===== src/design/sdm_map.vh =====
`ifndef SDM_MAP_VH
`define SDM_MAP_VH

// APB register byte offsets
`define SDM_OFF_ACT    8'h00
`define SDM_OFF_MODE   8'h04
`define SDM_OFF_CMD    8'h08
`define SDM_OFF_CTRLW  8'h0C
`define SDM_OFF_STAT   8'h10
`define SDM_OFF_TVEL   8'h14
`define SDM_OFF_VSCL   8'h18
`define SDM_OFF_AOFS   8'h1C
`define SDM_OFF_POS    8'h20

// Reset values of the configuration entries, and the activation value
`define SDM_ACT_RST    8'h00
`define SDM_MODE_RST   4'h0
`define SDM_ACT_ON     8'h02

// Command register bits (write one pulses)
`define SDM_CMD_STORE   0
`define SDM_CMD_RESTART 1
// Controlword bit that asks for operation enabled
`define SDM_CW_ENABLE   0

// Mode code fields: bit 3 closed loop, bits 2:1 kind, bit 0 variant
`define SDM_MB_CL      3
`define SDM_MB_VAR     0
`define SDM_KIND_STEP  2'h0
`define SDM_KIND_TEST  2'h1
`define SDM_KIND_ANA   2'h2
`define SDM_KIND_JOY   2'h3

// Operating mode reported to the motion core
`define SDM_OP_BUS     2'h0
`define SDM_OP_STEP    2'h1
`define SDM_OP_VEL     2'h2

// Speeds in rpm
`define SDM_RPM_HI     16'h03E8
`define SDM_RPM_LO     16'h0064
`define SDM_RPM_TEST   16'h001E

// Velocity scaling factors, rpm per code in 0.16 fixed point
`define SDM_K_NRM_HI   16'h3E85
`define SDM_K_NRM_LO   16'h0641
`define SDM_K_JOY_HI   16'h7D00
`define SDM_K_JOY_LO   16'h0C80

// Analog front end: 12-bit codes, mid scale, voltages in mV
`define SDM_ADC_MID    12'h800
`define SDM_ADC_SPAN   4096
`define SDM_FS_MV      10000
`define SDM_DEAD_MV    20

`endif


===== src/design/sdm_ana_speed.v =====
`timescale 1ns/1ps
`include "sdm_map.vh"

module sdm_ana_speed #(
  parameter FS_MV   = `SDM_FS_MV,
  parameter DEAD_MV = `SDM_DEAD_MV
) (
  input  wire        mclk,
  input  wire        rst_n,
  input  wire [11:0] ain,
  input  wire        joy,
  input  wire        lo_range,
  input  wire        dir_in,
  output reg  [15:0] speed_reg,
  output reg  [15:0] scale_reg,
  output reg  [11:0] offset_reg
);
  // Dead band in codes, rounded down so it never exceeds the stated band
  localparam integer DEAD_I = DEAD_MV * `SDM_ADC_SPAN / FS_MV;
  localparam [11:0]  DEAD   = DEAD_I[11:0];

  reg  [11:0] mag;
  reg         neg;
  reg  [15:0] factor;
  reg  [15:0] vmax;
  reg  [15:0] spd_next;
  wire [27:0] prod = mag * factor;

  // Magnitude and sign of the request
  always @* begin
    if (joy) begin
      if (ain >= `SDM_ADC_MID) begin
        mag = ain - `SDM_ADC_MID;
        neg = 1'b0;
      end else begin
        mag = `SDM_ADC_MID - ain;
        neg = 1'b1;
      end
    end else begin
      mag = ain;
      neg = dir_in;
    end
    if (joy)
      factor = lo_range ? `SDM_K_JOY_LO : `SDM_K_JOY_HI;
    else
      factor = lo_range ? `SDM_K_NRM_LO : `SDM_K_NRM_HI;
    vmax = lo_range ? `SDM_RPM_LO : `SDM_RPM_HI;
  end

  // Scale, clamp at full speed and apply dead band and sign
  always @* begin
    spd_next = {4'h0, prod[27:16]};
    if (spd_next > vmax)
      spd_next = vmax;
    if (mag <= DEAD)
      spd_next = 16'h0000;
    else if (neg)
      spd_next = 16'h0000 - spd_next;
  end

  always @(posedge mclk or negedge rst_n) begin
    if (!rst_n) begin
      speed_reg  <= 16'h0000;
      scale_reg  <= 16'h0000;
      offset_reg <= 12'h000;
    end else begin
      speed_reg  <= spd_next;
      scale_reg  <= factor;
      offset_reg <= joy ? `SDM_ADC_MID : 12'h000;
    end
  end
endmodule


===== src/design/sdm_top.v =====
// Contract
// - Mode entry 00h..0Fh, each decoded
// - 00/01, 08/09 give step and direction
// - 02/03, 0A/0B give test run CW/CCW
// - 04/05, 0C/0D analog, direction input sign
// - 06/07, 0E/0F joystick analog, mid centred
// - Codes 0..7 open loop, 8..F closed
// - Digital input 1 is the enable
// - Only enable moves drive, controlword ignored
// - New setting applies after restart only
// - Analog modes write velocity target
// - Scaling set itself for 100/1000 rpm
// - Normal analog: full voltage gives max
// - No direction signal means clockwise
// - Normal analog dead band 0..20 mV
// - Joystick: mid voltage is zero speed
// - Joystick below mid negative, above positive
// - Joystick dead band mid plus minus 20 mV
// - Test run 30 rpm while enabled
`timescale 1ns/1ps
`include "sdm_map.vh"

module sdm_top #(
  parameter FS_MV   = `SDM_FS_MV,
  parameter DEAD_MV = `SDM_DEAD_MV
) (
  input  wire        mclk,
  input  wire        rst_n,
  input  wire        psel,
  input  wire        penable,
  input  wire        pwrite,
  input  wire [7:0]  paddr,
  input  wire [31:0] pwdata,
  output reg  [31:0] prdata,
  output reg         pready,
  output reg         pslverr,
  input  wire        din_enable,
  input  wire        din_step,
  input  wire        din_dir,
  input  wire [11:0] ain,
  output reg         sdm_active,
  output reg         drv_enable,
  output reg  [1:0]  drv_op_mode,
  output reg         drv_closed_loop,
  output reg  [15:0] drv_tgt_vel,
  output reg  [31:0] drv_pos
);
  // Configuration and drive states
  localparam [1:0] ST_LOAD = 2'h0;
  localparam [1:0] ST_IDLE = 2'h1;
  localparam [1:0] ST_RUN  = 2'h2;

  // Pending entries as written by software
  reg  [7:0]  act_reg;
  reg  [7:0]  act_next;
  reg  [3:0]  mode_reg;
  reg  [3:0]  mode_next;
  // Stored copies; they survive a soft restart
  reg  [7:0]  nv_act_reg;
  reg  [7:0]  nv_act_next;
  reg  [3:0]  nv_mode_reg;
  reg  [3:0]  nv_mode_next;
  // Active setting, taken only on restart
  reg         on_reg;
  reg         on_next;
  reg  [3:0]  amode_reg;
  reg  [3:0]  amode_next;
  // Fieldbus controlword, only heeded while special modes are off
  reg  [7:0]  ctrlw_reg;
  reg  [7:0]  ctrlw_next;
  // Drive state; the load state lasts one cycle
  reg  [1:0]  st_reg;
  reg  [1:0]  st_next;
  // Step input history and position count
  reg         step_prev_reg;
  reg  [31:0] pos_reg;
  reg  [31:0] pos_next;
  // Read data and address hit of the register bus
  reg  [31:0] rd_next;
  reg         hit;
  // Next values of the motion outputs
  reg  [15:0] vel_next;
  reg  [1:0]  opm_next;
  // Run request from whichever source owns the drive
  reg         run_req;

  // Bus phases; a transfer completes when pready is sampled high
  wire        setup  = psel & ~penable;
  wire        access = psel & penable & pready;
  wire        wr_en  = access & pwrite;
  wire        rst_cmd;
  wire        store_cmd;
  // Fields of the active mode code
  wire [1:0]  kind   = amode_reg[2:1];
  wire        cl     = amode_reg[`SDM_MB_CL];
  wire        var_b  = amode_reg[`SDM_MB_VAR];
  wire        step_edge = din_step & ~step_prev_reg;
  // Converter results
  wire [15:0] ana_speed;
  wire [15:0] ana_scale;
  wire [11:0] ana_offset;

  // Command bits are one-cycle strobes and read back as zero
  assign store_cmd = wr_en & (paddr == `SDM_OFF_CMD) &
                     pwdata[`SDM_CMD_STORE];
  assign rst_cmd   = wr_en & (paddr == `SDM_OFF_CMD) &
                     pwdata[`SDM_CMD_RESTART];

  // Analog to speed conversion, joystick and range from the mode code
  sdm_ana_speed #(
    .FS_MV   (FS_MV),
    .DEAD_MV (DEAD_MV)
  ) u_ana (
    .mclk       (mclk),
    .rst_n      (rst_n),
    .ain        (ain),
    .joy        (kind == `SDM_KIND_JOY),
    .lo_range   (var_b),
    .dir_in     (din_dir),
    .speed_reg  (ana_speed),
    .scale_reg  (ana_scale),
    .offset_reg (ana_offset)
  );

  // Register writes; pending entries do not touch the running drive
  always @* begin
    act_next     = act_reg;
    mode_next    = mode_reg;
    ctrlw_next   = ctrlw_reg;
    nv_act_next  = nv_act_reg;
    nv_mode_next = nv_mode_reg;
    if (wr_en && paddr == `SDM_OFF_ACT)
      act_next = pwdata[7:0];
    if (wr_en && paddr == `SDM_OFF_MODE)
      mode_next = pwdata[3:0];
    if (wr_en && paddr == `SDM_OFF_CTRLW)
      ctrlw_next = pwdata[7:0];
    // Store takes the entries as they stood before this edge; a
    // write in the same cycle is saved only by the next store
    if (store_cmd) begin
      nv_act_next  = act_reg;
      nv_mode_next = mode_reg;
    end
  end

  // Drive state machine; loading the stored entries is the restart
  always @* begin
    st_next    = st_reg;
    on_next    = on_reg;
    amode_next = amode_reg;
    if (on_reg)
      run_req = din_enable;
    else
      run_req = ctrlw_reg[`SDM_CW_ENABLE];
    case (st_reg)
      ST_LOAD: begin
        // Any activation value other than 2 leaves the modes off
        on_next    = (nv_act_reg == `SDM_ACT_ON);
        amode_next = nv_mode_reg;
        st_next    = ST_IDLE;
      end
      ST_IDLE: begin
        if (run_req)
          st_next = ST_RUN;
      end
      ST_RUN: begin
        if (!run_req)
          st_next = ST_IDLE;
      end
      default: begin
        st_next = ST_LOAD;
      end
    endcase
    // Restart drops the drive and reloads the configuration; the
    // motor never sees a mode change while it turns
    if (rst_cmd)
      st_next = ST_LOAD;
  end

  // Operating mode and velocity target from the active code
  // Fieldbus mode and a stopped drive both command zero speed
  always @* begin
    opm_next = `SDM_OP_BUS;
    vel_next = 16'h0000;
    if (on_reg) begin
      case (kind)
        `SDM_KIND_STEP: begin
          opm_next = `SDM_OP_STEP;
        end
        `SDM_KIND_TEST: begin
          opm_next = `SDM_OP_VEL;
          if (st_reg == ST_RUN)
            vel_next = var_b ? 16'h0000 - `SDM_RPM_TEST
                             : `SDM_RPM_TEST;
        end
        `SDM_KIND_ANA: begin
          opm_next = `SDM_OP_VEL;
          if (st_reg == ST_RUN)
            vel_next = ana_speed;
        end
        `SDM_KIND_JOY: begin
          opm_next = `SDM_OP_VEL;
          if (st_reg == ST_RUN)
            vel_next = ana_speed;
        end
        default: begin
          opm_next = `SDM_OP_BUS;
        end
      endcase
    end
  end

  // Step counting: rising step edge moves one step, direction level
  // picks the sense; steps outside the running state are dropped
  // Limitation: a step pulse shorter than one clock is lost
  always @* begin
    pos_next = pos_reg;
    if (on_reg && kind == `SDM_KIND_STEP && st_reg == ST_RUN &&
        step_edge) begin
      if (din_dir)
        pos_next = pos_reg - 32'h00000001;
      else
        pos_next = pos_reg + 32'h00000001;
    end
  end

  // Read decode; unmapped offsets answer with an error
  // Status shows stored and active mode side by side, so software
  // can see that a restart is still pending
  always @* begin
    hit     = 1'b1;
    rd_next = 32'h00000000;
    case (paddr)
      `SDM_OFF_ACT:   rd_next = {24'h000000, act_reg};
      `SDM_OFF_MODE:  rd_next = {28'h0000000, mode_reg};
      `SDM_OFF_CMD:   rd_next = 32'h00000000;
      `SDM_OFF_CTRLW: rd_next = {24'h000000, ctrlw_reg};
      `SDM_OFF_STAT: begin
        rd_next = {20'h00000, nv_mode_reg, amode_reg, st_reg,
                   din_enable, on_reg};
      end
      `SDM_OFF_TVEL:  rd_next = {16'h0000, drv_tgt_vel};
      `SDM_OFF_VSCL:  rd_next = {16'h0000, ana_scale};
      `SDM_OFF_AOFS:  rd_next = {20'h00000, ana_offset};
      `SDM_OFF_POS:   rd_next = pos_reg;
      default: begin
        hit = 1'b0;
      end
    endcase
  end

  // APB answer is registered in the setup cycle, so every access
  // completes in its first access cycle without wait states
  always @(posedge mclk or negedge rst_n) begin
    if (!rst_n) begin
      pready  <= 1'b0;
      pslverr <= 1'b0;
      prdata  <= 32'h00000000;
    end else begin
      pready  <= setup;
      pslverr <= setup & ~hit;
      if (setup && !pwrite)
        prdata <= rd_next;
      else if (access)
        prdata <= 32'h00000000;
    end
  end

  // Pending entries and controlword
  always @(posedge mclk or negedge rst_n) begin
    if (!rst_n) begin
      act_reg     <= `SDM_ACT_RST;
      mode_reg    <= `SDM_MODE_RST;
      ctrlw_reg   <= 8'h00;
    end else begin
      act_reg     <= act_next;
      mode_reg    <= mode_next;
      ctrlw_reg   <= ctrlw_next;
    end
  end

  // Stored copies; only a full reset clears them, a restart keeps them
  always @(posedge mclk or negedge rst_n) begin
    if (!rst_n) begin
      nv_act_reg  <= `SDM_ACT_RST;
      nv_mode_reg <= `SDM_MODE_RST;
    end else begin
      nv_act_reg  <= nv_act_next;
      nv_mode_reg <= nv_mode_next;
    end
  end

  // Active setting and drive state
  always @(posedge mclk or negedge rst_n) begin
    if (!rst_n) begin
      st_reg    <= ST_LOAD;
      on_reg    <= 1'b0;
      amode_reg <= `SDM_MODE_RST;
    end else begin
      st_reg    <= st_next;
      on_reg    <= on_next;
      amode_reg <= amode_next;
    end
  end

  // Step history and position count
  always @(posedge mclk or negedge rst_n) begin
    if (!rst_n) begin
      step_prev_reg <= 1'b0;
      pos_reg       <= 32'h00000000;
    end else begin
      step_prev_reg <= din_step;
      pos_reg       <= pos_next;
    end
  end

  // Status outputs to the motion core, all registered
  always @(posedge mclk or negedge rst_n) begin
    if (!rst_n) begin
      sdm_active      <= 1'b0;
      drv_enable      <= 1'b0;
      drv_closed_loop <= 1'b0;
    end else begin
      sdm_active      <= on_reg;
      drv_enable      <= (st_reg == ST_RUN);
      drv_closed_loop <= on_reg & cl;
    end
  end

  // Motion outputs; position shows one cycle behind the count
  always @(posedge mclk or negedge rst_n) begin
    if (!rst_n) begin
      drv_op_mode     <= `SDM_OP_BUS;
      drv_tgt_vel     <= 16'h0000;
      drv_pos         <= 32'h00000000;
    end else begin
      drv_op_mode     <= opm_next;
      drv_tgt_vel     <= vel_next;
      drv_pos         <= pos_reg;
    end
  end
endmodule


===== config.mk =====
export PLATFORM = sky130hd
export DESIGN_NAME = sdm_top
export DESIGN_NICKNAME = d
export VERILOG_FILES = /design/src/design/sdm_ana_speed.v /design/src/design/sdm_top.v
export VERILOG_INCLUDE_DIRS = /design/src /design/src/design
export SDC_FILE = /design/constraint.sdc
export NUM_CORES = 1
export LEC_CHECK = 0
export BUFFER_PORTS_ARGS = -buffer_cell sky130_fd_sc_hd__buf_4
export CORE_ASPECT_RATIO = 1.5
export CORE_UTILIZATION = 30
export CTS_BUF_LIST = sky130_fd_sc_hd__clkbuf_4 sky130_fd_sc_hd__clkbuf_8
export CTS_CLUSTER_DIAMETER = 80
export DETAILED_ROUTE_END_ITERATION = 10
export HOLD_SLACK_MARGIN = 0.1
export PLACE_DENSITY = 0.45
export SLEW_MARGIN = 25
export SYNTH_ARGS = -nofsm -noshare
export SYNTH_HDL_FRONTEND = slang
export SYNTH_SLANG_ARGS = --single-unit

===== constraint.sdc =====
create_clock -name mclk -period 11.4 [get_ports mclk]
set_clock_uncertainty 0.1 [all_clocks]
set_input_delay 2.28 -clock mclk [delete_from_list [all_inputs] [get_ports mclk]]
set_output_delay 2.28 -clock mclk [all_outputs]
set_load 0.05 [all_outputs]

==> results.py <==
metrics = {
    "synth": {
        "synth_top_area_share_pct": 35.4,
        "ys_seq_area_share_pct": 35.4,
        "synth_simple_gate_area_share_pct": 12.8,
        "synthXorXnorAreaFrac_pct": 3.30,
        "synth_cell_type_count": 71,
        "syn_inst": 1302,
        "syn_area_um2": 13000,
        "ys_warn_count": 0,
        "synth_compound_area_share_pct": 14.4,
        "synth_enable_flop_cells": 0,
        "ys_ff_latch": 184,
        "synth_area_leaders": "dfrtp_1 35%, fa_1 13%, ha_1 11%",
        "syn_area_per_cell_um2": 9.98,
        "yosysTopAreaCell": "dfrtp_1",
        "syn_nets": 1563,
        "synth_flop_cell": "dfrtp_1",
        "synthArstFlopShare_pct": 100,
        "synthAdderAreaFrac_pct": 24.2,
        "synth_top_family_by_area": "adder cells",
        "synth.area.mux_share_pct": 3.84,
    },
    "cts": {
        "cts.path.max_buffers": 2,
        "cts_htree_levels": 4,
        "cts.sinks": 184,
        "clkTransAtPathRegs_ns": 0.10,
        "cts_root_buf": "clkbuf_8",
        "clk-insertion-delay-late_ns": 0.48,
        "cts_setup_buffers": 0,
        "cts_resized": 0,
        "cts_tree": "built",
        "cts_hold_buf": 0,
        "numCtsBuffers": 17,
    },
    "timing": {
        "finalSetupTns_ns": 0,
        "min_period_ns": 10.56,
        "maxSlewViolCount": 0,
        "finalSetupViolCount": 0,
        "period_share_pct": 92.7,
        "worst_pin_slew_ns": 0.924,
        "hold_violations": 0,
        "rsz0062_at_grt": "false",
        "fmax_mhz": 94.7,
        "slew_headroom_pct": 38.2,
    },
    "critical_path": {
        "path_common_cell": "fa_1",
        "reg2reg_slack_ns": 1.55,
        "worstPathMaxFanout": 7,
        "worst_path_max_delay_cell": "xnor2_1",
        "cp-end-kind": "flop",
        "max_stage_delay_ns": 0.57,
        "critical_path_class": "input port to flop",
        "startpoint_type": "input port",
        "critPathArrivalTime_ns": 10.84,
        "cp_data_required_time_ns": 11.68,
    },
    "global_route": {
        "grt_pass1_vias": 10400,
        "antenna_found_initial": 1,
        "grt_pass1_wl_um": 57000,
        "grt_max_degree": 117,
        "grt_usage_pct": 17.1,
        "overflow": 0,
    },
    "die": {
        "initial_core_util_pct": 30.3,
        "fp.dieH_um": 257,
        "ios": 147,
        "dieArea_um2": 44200,
        "num_rows": 93,
        "die_x_um": 172,
        "core_um2": 42800,
    },
    "route": {
        "vias": 9692,
        "antenna_left": 0,
        "wl_um": 36300,
        "drc_errors": 0,
        "via_per_inst": 4.80,
        "drt_iter0_markers": 463,
        "drt-pass1-iter-count": 5,
        "wire_per_inst_um": 18.0,
    },
    "pwr": {
        "powerDensity_nw_per_um2": 167,
        "vdd_drop_max_mv": 0.119,
        "power.total_mw": 2.53,
        "p_leak_nw": 7.67,
    },
    "flow_run": {
        "drv_cap": 0,
    },
    "placed_design": {
        "dpl.hpwl_um": 29300,
        "io_buffer_count": 122,
        "gp_congestion": 0.839,
    },
    "finish": {
        "fin_nets": 1697,
        "multi_input_area_um2": 7620,
        "final_cell_mix": "184 x dfrtp_1, 161 x inv_1, 153 x buf_4",
        "mostFrequentLayoutCell": "dfrtp_1",
        "syn_to_final_growth_pct": 16.5,
        "register_area_um2": 4600,
        "fillCellCount": 4531,
        "drive_gt1_share_pct": 17.5,
    },
    "status": {
        "status": "finished, final reports clean",
    },
    "worst_hold_path": {
        "hp-class": "flop to flop",
    },
}
[cells in the mapped netlist, types with 3 or more instances]
master	number
o21a_1	5
and3_1	9
nand2_1	125
mux2i_1	6
or3_1	4
nand3b_1	4
fa_1	84
o21bai_1	4
o2111ai_1	4
a211oi_1	9
inv_1	161
nor2_1	69
nand2b_1	8
xnor2_1	28
a21oi_1	63
a21o_1	27
nand3_1	17
a222oi_1	12
nor3_1	19
o21ai_1	3
and4_1	4
ha_1	117
a22o_1	17
nor2b_1	17
dfrtp_1	184
nor3b_1	3
buf_6	3
and3b_1	3
xor2_1	21
mux2_2	37
nor4_1	8
o21ai_0	66
nand4_1	9
or2_2	13
and2_1	24
o211ai_1	4
clkbuf_1	36
a31oi_1	19
a22oi_1	14
[report_power, final]
part	switching, mW	internal (mW)
Sequential	0.00574	0.683
Clock	0.253	0.187
Combinational	0.801	0.600
Total	1.06	1.47
[final cells by class]
cell class,instances,area share (%)
timing repair buffer,155,7.86
sequential,184,30.4
antenna,1,0.0165
multi-input combinational,917,50.4
clock buffer,19,1.69
tap,570,4.71
clock inverter,13,0.918
inverter,161,3.99
[through the flow]
stage | setup slack (ns) | hold WS, ns | util [%] | cell area (um^2) | std cells
after floorplan | 0.779 | 0.252 | - | 13000 | 1302
after global placement | 0.269 | 0.318 | 34.3 | 14700 | 1986
after detailed placement | 0.239 | 0.322 | 34.3 | 14700 | 1986
after CTS | 0.753 | 0.343 | 35.3 | 15100 | 2018
after global routing | 0.128 | 0.358 | 35.3 | 15100 | 2020
final | 0.837 | 0.341 | 35.3 | 15100 | 2020
[metal layers]
metal / up-vias / part of all wire (%) / wire [um] / GRT usage (%)
met5: - / 0 / 0 / 0
met4: 0 / 3.0 / 1100 / 6.49
met3: 48 / 2.8 / 1020 / 2.32
met2: 171 / 56 / 20200 / 33.0
met1: 4755 / 38 / 13900 / 18.3
li1: 4718 / - / - / -
[cell families after synthesis]
kind of cell             count (synthesis)
adder cells (fa/ha/maj)                201
AO/OA/AOI/OAI                          278
AND/OR/NAND/NOR                        344
buffers and inverters                  201
XOR/XNOR                                49
multiplexers                            44
flip-flops                             184
other                                    1
[worst paths after layout]
check,depth (start not counted),start,to
setup / recovery,33,ain[3],u_ana.speed_reg[8]$_DFF_PN0_
hold / removal,0,pos_reg[22]$_DFFE_PN0P_,drv_pos[22]$_DFF_PN0_
setup reg to reg,33,amode_reg[2]$_DFFE_PN0P_,u_ana.speed_reg[8]$_DFF_PN0_
hold reg to reg,0,pos_reg[22]$_DFFE_PN0P_,drv_pos[22]$_DFF_PN0_
max in group asynchronous,2,rst_n,pos_reg[16]$_DFFE_PN0P_
min in group asynchronous,1,rst_n,prdata[2]$_DFFE_PN0P_
[worst max-delay path, delay by kind of cell]
family	cells	cell delay, ns
AND/OR/NAND/NOR	11	2.47
buffers and inverters	4	0.34
XOR/XNOR	2	0.74
adder cells (fa/ha/maj)	8	3.44
AO/OA/AOI/OAI	8	1.57
(Power assumes the default switching activity.)
